**src/acc_map.svh**
```systemverilog
`ifndef ACC_MAP_SVH
`define ACC_MAP_SVH

// Register byte offsets
`define CALIBRATION_STATUS_OFS            8'h00
`define CALIBRATION_CONTROL_ONE_OFS          8'h04

// Status fields
`define CALIBRATION_STATUS_DONE_BIT       0
`define CALIBRATION_STATUS_LOST_BIT       1
`define CALIBRATION_STATUS_RST            32'h0000_0000

// First control register fields
`define CALIBRATION_CONTROL_ONE_EN_BIT       0
`define CALIBRATION_CONTROL_ONE_FINE_BIT     1
`define CALIBRATION_CONTROL_ONE_LOSS_IE_BIT  4
`define CALIBRATION_CONTROL_ONE_DONE_IE_BIT  5
`define CALIBRATION_CONTROL_ONE_STEP_LSB     8
`define CALIBRATION_CONTROL_ONE_STEP_MSB     11
`define CALIBRATION_CONTROL_ONE_RST          32'h0000_0100
`define ACC_STEP_RST           4'h1

// Sample window counts in divided oscillator cycles
`define ACC_CENTER_RST         16'h1F40
`define ACC_LOW_RST            16'h1F2C
`define ACC_HIGH_RST           16'h1F54
`define ACC_LOST_FACTOR        2

// Trim reset values
`define ACC_COARSE_RST         8'h80
`define ACC_FINE_RST           6'h20

`endif

```
**src/acc_pkg.sv**
```systemverilog
package acc_pkg;

  typedef enum logic [1:0] {
    TRIM_HOLD,
    TRIM_UP,
    TRIM_DOWN
  } trim_cmd_t;

  typedef enum logic [2:0] {
    ST_IDLE,
    ST_SEARCH,
    ST_FIRST,
    ST_CROSS,
    ST_TRACK,
    ST_LOST
  } cal_state_t;

endpackage

```
**src/acc_links.sv**
```systemverilog
`timescale 1ns/1ns
`default_nettype none

interface acc_meas_if #(parameter int unsigned CW = 16);
  logic          detect_en;
  logic [CW-1:0] lost_limit;
  logic [CW-1:0] period;
  logic          period_valid;
  logic          sof_seen;
  logic          lost;
  modport counter (input detect_en, lost_limit,
                   output period, period_valid, sof_seen, lost);
  modport ctrl    (output detect_en, lost_limit,
                   input period, period_valid, sof_seen, lost);
endinterface // acc_meas_if

interface acc_trim_if #(parameter int unsigned CALW = 8,
                        parameter int unsigned TRW = 6);
  acc_pkg::trim_cmd_t cmd;
  logic               fine_sel;
  logic [3:0]         step;
  logic [CALW-1:0]    coarse;
  logic [TRW-1:0]     fine;
  modport stepper (input cmd, fine_sel, step, output coarse, fine);
  modport ctrl    (output cmd, fine_sel, step, input coarse, fine);
endinterface // acc_trim_if

`default_nettype wire

```
**src/acc_sample_counter.sv**
```systemverilog
`timescale 1ns/1ns
`default_nettype none

module acc_sample_counter #(
  parameter int unsigned CW = 16
) (
  input  wire logic     clk,
  input  wire logic     nrst,
  input  wire logic     osc_tick,
  input  wire logic     sof,
  acc_meas_if.counter   m
);

  logic [CW-1:0] cnt_q;
  logic [CW-1:0] period_q;
  logic          run_q;
  logic          sof_q;
  logic          valid_q;
  logic          seen_q;
  logic          lost_q;

  wire           sof_rise  = sof & ~sof_q & m.detect_en;
  wire [CW-1:0]  cnt_inc   = cnt_q + {{(CW-1){1'b0}}, 1'b1};
  wire           hit_limit = run_q & osc_tick & (cnt_inc >= m.lost_limit);

  assign m.period       = period_q;
  assign m.period_valid = valid_q;
  assign m.sof_seen     = seen_q;
  assign m.lost         = lost_q;

  always_ff @(posedge clk or negedge nrst) begin
    if (!nrst) begin
      cnt_q    <= '0;
      period_q <= '0;
      run_q    <= 1'b0;
      sof_q    <= 1'b0;
      valid_q  <= 1'b0;
      seen_q   <= 1'b0;
      lost_q   <= 1'b0;
    end else begin
      sof_q   <= sof;
      valid_q <= sof_rise & run_q;
      seen_q  <= sof_rise;
      lost_q  <= hit_limit & ~sof_rise;
      if (!m.detect_en) begin
        cnt_q <= '0;
        run_q <= 1'b0;
      end else if (sof_rise) begin
        period_q <= cnt_q;
        cnt_q    <= '0;
        run_q    <= 1'b1;
      end else if (hit_limit) begin
        cnt_q <= '0;
        run_q <= 1'b0;
      end else if (run_q && osc_tick) begin
        cnt_q <= cnt_inc;
      end
    end
  end

endmodule // acc_sample_counter

`default_nettype wire

```
**src/acc_trim_stepper.sv**
```systemverilog
`timescale 1ns/1ns
`default_nettype none

`include "acc_map.svh"

module acc_trim_stepper #(
  parameter int unsigned CALW = 8,
  parameter int unsigned TRW  = 6
) (
  input  wire logic     clk,
  input  wire logic     nrst,
  acc_trim_if.stepper   t
);

  if (CALW < 4 || TRW < 4) begin : g_chk
    $error("Trim widths must hold the step field");
  end

  logic [CALW-1:0] coarse_q;
  logic [TRW-1:0]  fine_q;

  wire           step_on = (t.step != 4'h0);
  wire           go_up   = step_on & (t.cmd == acc_pkg::TRIM_UP);
  wire           go_dn   = step_on & (t.cmd == acc_pkg::TRIM_DOWN);
  wire [CALW:0]  cal_up  = {1'b0, coarse_q} + {{(CALW-3){1'b0}}, t.step};
  wire [CALW:0]  cal_dn  = {1'b0, coarse_q} - {{(CALW-3){1'b0}}, t.step};
  wire [TRW:0]   tr_up   = {1'b0, fine_q} + {{(TRW-3){1'b0}}, t.step};
  wire [TRW:0]   tr_dn   = {1'b0, fine_q} - {{(TRW-3){1'b0}}, t.step};
  wire [CALW-1:0] cal_up_s = cal_up[CALW] ? '1 : cal_up[CALW-1:0];
  wire [CALW-1:0] cal_dn_s = cal_dn[CALW] ? '0 : cal_dn[CALW-1:0];
  wire [TRW-1:0]  tr_up_s  = tr_up[TRW] ? '1 : tr_up[TRW-1:0];
  wire [TRW-1:0]  tr_dn_s  = tr_dn[TRW] ? '0 : tr_dn[TRW-1:0];

  assign t.coarse = coarse_q;
  assign t.fine   = fine_q;

  always_ff @(posedge clk or negedge nrst) begin
    if (!nrst) begin
      coarse_q <= CALW'(`ACC_COARSE_RST);
      fine_q   <= TRW'(`ACC_FINE_RST);
    end else if (t.fine_sel) begin
      if (go_up) fine_q <= tr_up_s;
      else if (go_dn) fine_q <= tr_dn_s;
    end else begin
      if (go_up) coarse_q <= cal_up_s;
      else if (go_dn) coarse_q <= cal_dn_s;
    end
  end

endmodule // acc_trim_stepper

`default_nettype wire

```
**src/acc_cal.sv**
```systemverilog
`timescale 1ns/1ns
`default_nettype none

`include "acc_map.svh"

module acc_cal #(
  parameter int unsigned   CW     = 16,
  parameter int unsigned   CALW   = 8,
  parameter int unsigned   TRW    = 6,
  parameter logic [CW-1:0] CENTER = CW'(`ACC_CENTER_RST),
  parameter logic [CW-1:0] LOW    = CW'(`ACC_LOW_RST),
  parameter logic [CW-1:0] HIGH   = CW'(`ACC_HIGH_RST)
) (
  input  wire logic            clk,
  input  wire logic            nrst,
  input  wire logic            osc_tick,
  input  wire logic            sof,
  input  wire logic [7:0]      addr,
  input  wire logic [31:0]     wdata,
  input  wire logic            wr,
  input  wire logic            rd,
  output logic      [31:0]     rdata,
  output logic                 irq,
  output logic      [CALW-1:0] coarse_cal_value,
  output logic      [TRW-1:0]  fine_trim_value
);

  if ((`ACC_LOST_FACTOR * CENTER) >= (2 ** CW) || LOW > CENTER ||
      HIGH < CENTER) begin : g_chk
    $error("Counter width or window bounds cannot serve");
  end

  localparam logic [CW-1:0] LOST_LIMIT = CW'(`ACC_LOST_FACTOR * CENTER);

  acc_meas_if #(.CW(CW)) meas ();
  acc_trim_if #(.CALW(CALW), .TRW(TRW)) trim ();

  acc_sample_counter #(
    .CW (CW)
  ) i_acc_sample_counter (
    .clk      (clk),
    .nrst     (nrst),
    .osc_tick (osc_tick),
    .sof      (sof),
    .m        (meas)
  );

  acc_trim_stepper #(
    .CALW (CALW),
    .TRW  (TRW)
  ) i_acc_trim_stepper (
    .clk  (clk),
    .nrst (nrst),
    .t    (trim)
  );

  // Control and status state
  logic                en_q;
  logic                fine_sel_q;
  logic                loss_ie_q;
  logic                done_ie_q;
  logic [3:0]          step_q;
  logic                done_q;
  logic                lost_q;
  logic                irq_q;
  logic [31:0]         rdata_q;
  acc_pkg::cal_state_t state_q;
  logic                dir_up_q;
  logic [CW-1:0]       prev_diff_q;

  // Next values
  logic                done_d;
  logic                lost_d;
  logic                irq_d;
  logic [31:0]         rdata_d;
  acc_pkg::cal_state_t state_d;
  logic                dir_up_d;
  logic [CW-1:0]       prev_diff_d;
  acc_pkg::trim_cmd_t  cmd;
  logic                set_done;
  logic                set_lost;

  // Bus decode
  wire sel_sts   = (addr == `CALIBRATION_STATUS_OFS);
  wire sel_ctrl  = (addr == `CALIBRATION_CONTROL_ONE_OFS);
  wire wr_sts    = wr & sel_sts;
  wire wr_ctrl   = wr & sel_ctrl;
  wire rd_sts    = rd & sel_sts;
  wire rd_ctrl   = rd & sel_ctrl;

  // Control write fields
  wire       en_w      = wdata[`CALIBRATION_CONTROL_ONE_EN_BIT];
  wire       fine_w    = wdata[`CALIBRATION_CONTROL_ONE_FINE_BIT];
  wire       loss_ie_w = wdata[`CALIBRATION_CONTROL_ONE_LOSS_IE_BIT];
  wire       done_ie_w = wdata[`CALIBRATION_CONTROL_ONE_DONE_IE_BIT];
  wire [3:0] step_w    = wdata[`CALIBRATION_CONTROL_ONE_STEP_MSB:`CALIBRATION_CONTROL_ONE_STEP_LSB];
  wire       en_fall   = wr_ctrl & ~en_w & en_q;
  wire       loss_ie_d = wr_ctrl ? loss_ie_w : loss_ie_q;
  wire       done_ie_d = wr_ctrl ? done_ie_w : done_ie_q;

  // Flag clears
  wire done_wr0 = wr_sts & ~wdata[`CALIBRATION_STATUS_DONE_BIT];
  wire lost_wr0 = wr_sts & ~wdata[`CALIBRATION_STATUS_LOST_BIT];
  wire done_clr = done_wr0 | rd_sts;
  wire lost_clr = lost_wr0 | rd_sts;

  // Read views
  wire [31:0] sts_view  = {30'h0, lost_q, done_q};
  wire [31:0] ctrl_view = {20'h0_0000, step_q, 2'b00, done_ie_q,
                           loss_ie_q, 2'b00, fine_sel_q, en_q};

  // Measurement evaluation
  wire [CW-1:0] period   = meas.period;
  wire          valid    = meas.period_valid;
  wire          below    = period < CENTER;
  wire          above    = period > CENTER;
  wire [CW-1:0] diff     = below ? (CENTER - period) : (period - CENTER);
  wire          on_mark  = ~below & ~above;
  wire          out_band = (period < LOW) | (period > HIGH);
  wire          crossed  = dir_up_q ? ~below : ~above;
  wire          go_back  = prev_diff_q < diff;
  wire          active   = (state_q == acc_pkg::ST_FIRST) |
                           (state_q == acc_pkg::ST_CROSS) |
                           (state_q == acc_pkg::ST_TRACK);

  assign meas.detect_en  = en_q;
  assign meas.lost_limit = LOST_LIMIT;
  assign trim.cmd        = cmd;
  assign trim.fine_sel   = fine_sel_q;
  assign trim.step       = step_q;

  // Calibration sequence
  always_comb begin
    state_d     = state_q;
    dir_up_d    = dir_up_q;
    prev_diff_d = prev_diff_q;
    cmd         = acc_pkg::TRIM_HOLD;
    set_done    = 1'b0;
    set_lost    = 1'b0;
    if (!en_q) begin
      state_d = acc_pkg::ST_IDLE;
    end else if (active && meas.lost) begin
      set_lost = 1'b1;
      state_d  = acc_pkg::ST_LOST;
    end else begin
      case (state_q)
        acc_pkg::ST_IDLE: begin
          state_d = acc_pkg::ST_SEARCH;
        end
        acc_pkg::ST_SEARCH, acc_pkg::ST_LOST: begin
          if (meas.sof_seen) begin
            state_d = acc_pkg::ST_FIRST;
          end
        end
        acc_pkg::ST_FIRST, acc_pkg::ST_TRACK: begin
          if (valid && (state_q == acc_pkg::ST_FIRST || out_band)) begin
            if (on_mark) begin
              set_done = 1'b1;
              state_d  = acc_pkg::ST_TRACK;
            end else begin
              dir_up_d    = below;
              prev_diff_d = diff;
              cmd         = below ? acc_pkg::TRIM_UP : acc_pkg::TRIM_DOWN;
              state_d     = acc_pkg::ST_CROSS;
            end
          end
        end
        acc_pkg::ST_CROSS: begin
          if (valid) begin
            if (crossed) begin
              if (go_back) begin
                cmd = dir_up_q ? acc_pkg::TRIM_DOWN : acc_pkg::TRIM_UP;
              end
              set_done = 1'b1;
              state_d  = acc_pkg::ST_TRACK;
            end else begin
              prev_diff_d = diff;
              cmd = dir_up_q ? acc_pkg::TRIM_UP : acc_pkg::TRIM_DOWN;
            end
          end
        end
        default: begin
          state_d = acc_pkg::ST_IDLE;
        end
      endcase
    end
  end

  // Sticky flags: set wins over a software clear
  always_comb begin
    if (en_fall || !en_q) begin
      done_d = 1'b0;
      lost_d = 1'b0;
    end else begin
      done_d = set_done | (done_q & ~done_clr);
      lost_d = set_lost | (lost_q & ~lost_clr);
    end
  end

  assign irq_d = (done_d & done_ie_d) | (lost_d & loss_ie_d);

  assign rdata_d = rd_sts  ? sts_view  :
                   rd_ctrl ? ctrl_view : 32'h0000_0000;

  // Control register
  always_ff @(posedge clk or negedge nrst) begin
    if (!nrst) begin
      en_q       <= 1'b0;
      fine_sel_q <= 1'b0;
      loss_ie_q  <= 1'b0;
      done_ie_q  <= 1'b0;
      step_q     <= `ACC_STEP_RST;
    end else if (wr_ctrl) begin
      en_q       <= en_w;
      fine_sel_q <= fine_w;
      loss_ie_q  <= loss_ie_w;
      done_ie_q  <= done_ie_w;
      step_q     <= step_w;
    end
  end

  // Status, sequence and bus answer
  always_ff @(posedge clk or negedge nrst) begin
    if (!nrst) begin
      done_q      <= 1'b0;
      lost_q      <= 1'b0;
      irq_q       <= 1'b0;
      rdata_q     <= 32'h0000_0000;
      state_q     <= acc_pkg::ST_IDLE;
      dir_up_q    <= 1'b0;
      prev_diff_q <= '0;
    end else begin
      done_q      <= done_d;
      lost_q      <= lost_d;
      irq_q       <= irq_d;
      rdata_q     <= rdata_d;
      state_q     <= state_d;
      dir_up_q    <= dir_up_d;
      prev_diff_q <= prev_diff_d;
    end
  end

  assign rdata            = rdata_q;
  assign irq              = irq_q;
  assign coarse_cal_value = trim.coarse;
  assign fine_trim_value  = trim.fine;

endmodule // acc_cal

`default_nettype wire

```
**config.mk**
```make
export PLATFORM = sky130hd
export DESIGN_NAME = acc_cal
export DESIGN_NICKNAME = d
export VERILOG_FILES = /design/src/acc_pkg.sv /design/src/acc_links.sv /design/src/acc_sample_counter.sv /design/src/acc_trim_stepper.sv /design/src/acc_cal.sv
export VERILOG_INCLUDE_DIRS = /design/src
export SDC_FILE = /design/constraint.sdc
export NUM_CORES = 1
export LEC_CHECK = 0
export BUFFER_PORTS_ARGS = -buffer_cell sky130_fd_sc_hd__buf_2
export CORE_MARGIN = 8
export CORE_UTILIZATION = 45
export DETAILED_ROUTE_END_ITERATION = 6
export PLACE_DENSITY = 0.75
export REMOVE_ABC_BUFFERS = 1
export SKIP_LAST_GASP = 1
export SLEW_MARGIN = 40
export SYNTH_ARGS = -nofsm -noshare
export SYNTH_HDL_FRONTEND = slang
export SYNTH_HIERARCHICAL = 1
export SYNTH_SLANG_ARGS = --single-unit
```
**constraint.sdc**
```tcl
create_clock -name clk -period 4.3 [get_ports clk]
set_clock_uncertainty 0.15 [all_clocks]
set_input_delay 0.86 -clock clk [delete_from_list [all_inputs] [get_ports clk]]
set_output_delay 0.86 -clock clk [all_outputs]
set_load 0.005 [all_outputs]
```
==> metrics.md <==
| Metric | Value |
|---|---|
| Synth Area per Inst | `9.24 um^2` |
| Grt peak-use layer | `met2` |
| Worst Hold Launch | `prev_diff_q[0]$_DFFE_PN0P_` |
| Final HPWL DP | `11.5 mm` |
| Sequential Power Share | `0.476` |
| Reg clk slew, reported paths | `~70 ps` |
| Worst Path Arrival | `4280 ps` |
| Via count | `approximately 5,700` |
| Initial antenna violation count | `0` |
| Final slew viol count | `0` |
| Final Util | `0.527` |
| RR Startpoint | `i_acc_sample_counter/m.period[15]$_DFFE_PN0P_` |
| Async SR Flop Fraction | `1.00` |
| Maximum clock insertion buffer count | `2` |
| Die extent in x | `between 100 and 150 um` |
| Reg2reg end | `i_acc_trim_stepper/t.coarse[7]$_DFFE_PN1P_` |
| CP endpoint kind | `flip-flop` |
| Nets@finish | `945` |
| Worst-Margin Slew | `733 ps` |
| # IOs | `93` |
| Worst R2R Setup Slack | `150 ps` |
| Worst Hold End | `prev_diff_q[0]$_DFFE_PN0P_` |
| Vias per cell | `5.53` |
| Reg2Reg Depth | `18` |
| Total power | `1.82 mW` |
| Multi-input gate area | `4250 um^2` |
| Internal power | `1.40 mW` |
| Routing usage on met3 | `0.0332` |
| Mapped Area | `~6900 um^2` |
| Psw | `0.421 mW` |
| Max Clock Freq | `between 200 and 250 MHz` |
| VDD IR max | `0.000199 V` |
| RSZ-0062 raised after global routing | `true` |
| Setup CP Type | `flip-flop to flip-flop` |
| Placer Congestion | `0.873` |
| YS warnings | `6` |
| Number of global-route vias before repair | `5,618` |
| Max_cap viols | `0` |
| Finished Cell Area | `between 7000 and 8000 um^2` |
| Core Box Area | `15,100 um^2` |
| Final hold vios | `0` |
| Final WL | `15.6 mm` |
| Slew margin rel. | `0.511` |
| Pwr per Cell Area | `between 200 and 250 nW/um^2` |
| Startpoint types | `flip-flop` |
| Root buffer cell | `clkbuf_16` |
| Placed cell area | `7520 um^2` |
| Skew-Pair Late Insertion Delay | `350 ps` |
| Total number of H-tree levels | `3` |
| Met2 Use GR | `0.288` |
| Post-synthesis sequential area ratio | `0.328` |
| Status | `finished, final reports clean` |
| WHS Path Cells | `1` |
| Die ar. | `between 15,000 and 20,000 um^2` |
| Post-synth EDFFs | `0` |
| Layout cell share with drive strength beyond 1 | `0.214` |
| DR WL/cell | `15.1 um` |
| Ratio of final minimum period to clock period | `0.965` |
| First-pass GRT wire length | `26.4 mm` |
| Fillers | `1,395` |
| Area delta synth->final | `15.7%` |
| Antenna fix cells | `0` |
| Storage cell area | `2260 um^2` |
| Leakage power figure | `3.94 nW` |
| Critical path fanouts, max | `9` |
| Rows | `45` |
| DRT iter0 DRCs | `roughly 260` |
| Min Tclk post-route | `4150 ps` |
| Clk network pwr share | `0.471` |
| Mapped Cells | `~740` |
| CTS tree | `yes` |
| Met1 Use GR | `0.193` |
| Min-delay worst type | `flip-flop to flip-flop` |
| Drt pass-1 iters | `5` |
| Hold_buf cts | `0` |
| Setup-failing EPs final | `0` |
| Combinational power share | `0.054` |
| Initial Utilization | `0.456` |
| PortBufs | `44` |
| Largest net degree at the start of global routing | `79` |
| Die H | `140 um` |
| Clock sink count | `90` |
| Ys flop type | `dfrtp_1` |
| Netlist cell types | `between 90 and 100` |
| Crit path required time | `around 4400 ps` |
| Grt total ovfl | `0` |
| Register bit count reported by yosys | `90` |
| Overall routing resource usage | `0.162` |
| Drt drc | `0` |
| Antenna Violating Nets Remaining | `0` |
| Inserted Clock Buffers | `9` |
| Switching Share | `0.232` |
==> how the worst max path moves through the flow <==
stage,start,end,cells past startpoint
2_1_floorplan,i_acc_sample_counter/cnt_q[0]$_DFFE_PN0P_,i_acc_sample_counter/cnt_q[14]$_DFFE_PN0P_,10
3_3_place_gp,i_acc_sample_counter/m.period[15]$_DFFE_PN0P_,i_acc_trim_stepper/t.fine[2]$_DFFE_PN0P_,19
3_5_place_dp,i_acc_sample_counter/m.period[15]$_DFFE_PN0P_,i_acc_trim_stepper/t.fine[2]$_DFFE_PN0P_,16
4_1_cts,i_acc_sample_counter/m.period[15]$_DFFE_PN0P_,i_acc_trim_stepper/t.fine[2]$_DFFE_PN0P_,19
5_1_grt,i_acc_sample_counter/m.period[6]$_DFFE_PN0P_,i_acc_trim_stepper/t.coarse[6]$_DFFE_PN0P_,19
6_report,i_acc_sample_counter/m.period[15]$_DFFE_PN0P_,i_acc_trim_stepper/t.coarse[7]$_DFFE_PN1P_,18
==> synthesized netlist by cell type (13+ instances only) <==
library cell / number / share of area
ha_1: 53 / 0.096
mux2_2: 18 / 0.029
dfrtp_1: 87 / 0.32
nand3_1: 22 / 0.016
nand2b_1: 13 / 0.012
o21ai_0: 30 / 0.022
nor2_1: 48 / 0.026
buf_4: 26 / 0.028
a21oi_1: 45 / 0.033
nand2_1: 53 / 0.029
mux2i_1: 21 / 0.031
a31oi_1: 27 / 0.025
inv_1: 63 / 0.034
xnor2_1: 17 / 0.022
==> cells by family after synthesis <==
kind of cell             share of synthesized area
XOR/XNOR                                    0.0306
adder cells (fa/ha/maj)                      0.108
buffers and inverters                       0.0870
AND/OR/NAND/NOR                              0.188
multiplexers                                0.0639
flip-flops                                   0.328
AO/OA/AOI/OAI                                0.193
other                                      0.00109
==> state kept, by name (all words and copies together), names as in the netlist <==
register and count:
dir_up_q 1, done_ie_q 1, done_q 1, en_q 1, fine_sel_q 1, i_acc_sample_counter/cnt_q 16, i_acc_sample_counter/m.lost 1, i_acc_sample_counter/m.period 16
i_acc_sample_counter/m.period_valid 1, i_acc_sample_counter/m.sof_seen 1, i_acc_sample_counter/run_q 1, i_acc_sample_counter/sof_q 1, i_acc_trim_stepper/t.coarse 8, i_acc_trim_stepper/t.fine 6, irq 1, loss_ie_q 1
lost_q 1, prev_diff_q 16, rdata 8, state_q 3, step_q 4
==> through the flow <==
stage          cells  setup TNS [ps]  hold WS, ps  setup WS [ps]
6_report        1035               0          362            151
5_1_grt         1035            -270          390          -46.6
4_1_cts         1029               0          356           11.6
3_5_place_dp    1013            -274          341          -59.1
3_3_place_gp    1013               0          327           29.1
2_1_floorplan    730          -16150          315          -1130
==> power groups by stage <==
stage / combinational [mW] / clock (mW) / sequential, mW
after floorplan: 0.0535 / 0 / 0.876
after global placement: 0.0936 / 0 / 0.881
after detailed placement: 0.0964 / 0 / 0.881
after CTS: 0.0972 / 0.875 / 0.865
after global routing: 0.112 / 0.908 / 0.866
final: 0.0978 / 0.856 / 0.866
==> what timing repair did <==
| item | CTS | global route |
|---|---|---|
| cloned | 0 | 1 |
| endpoints found under the setup margin | 13 | 14 |
| endpoints found under the hold margin | 0 | 0 |
| buffers inserted | 0 | 5 |
| pin swaps | 2 | 5 |
| resized for setup | 2 | 13 |
==> area by class of cell <==
class / count / share of cell area
multi-input combinational: 578 / 0.534
sequential: 90 / 0.284
clock buffer: 12 / 0.0297
timing repair buffer: 100 / 0.0833
tap: 188 / 0.0296
inverter: 63 / 0.0297
clock inverter: 4 / 0.00975
==> routing by layer <==
metal | vias up | routed length, um | part of all wire
met5 | - | 0 | 0
met2 | 113 | 8030 | 0.51
li1 | 2813 | - | -
met1 | 2776 | 6750 | 0.43
met4 | 0 | 257 | 0.016
met3 | 23 | 570 | 0.037
==> worst max-delay path, stage by stage (launching register included) <==
cell and delay [ps]:
dfrtp_1 380, or3_4 420, a31oi_4 240, a21oi_1 60, a31oi_1 200, xnor2_1 180, ha_1 280, a21oi_1 160
o21ai_1 150, a2111oi_4 300, a211oi_4 130, o32ai_2 300, buf_4 160, nor2b_2 50, and2_4 190, buf_4 150
nor4_4 290, o31ai_1 110, a31oi_1 160
==> cells in the final DEF (no fill, tap or decap), types with 7 or more instances in the layout <==
master,instances
nand2_1,53
nor3_1,8
inv_1,63
conb_1,40
nand3_1,22
xnor2_1,17
mux2_2,18
ha_1,52
nor2_1,48
o21ai_0,28
mux2i_1,21
nand2b_1,13
a31oi_1,27
dfrtp_1,87
o211ai_1,11
buf_4,54
nand4_1,8
and4_1,7
nor2b_1,11
xor2_1,7
buf_2,43
a21oi_1,45
clkbuf_16,9
Power figures use the tool's default switching activity.
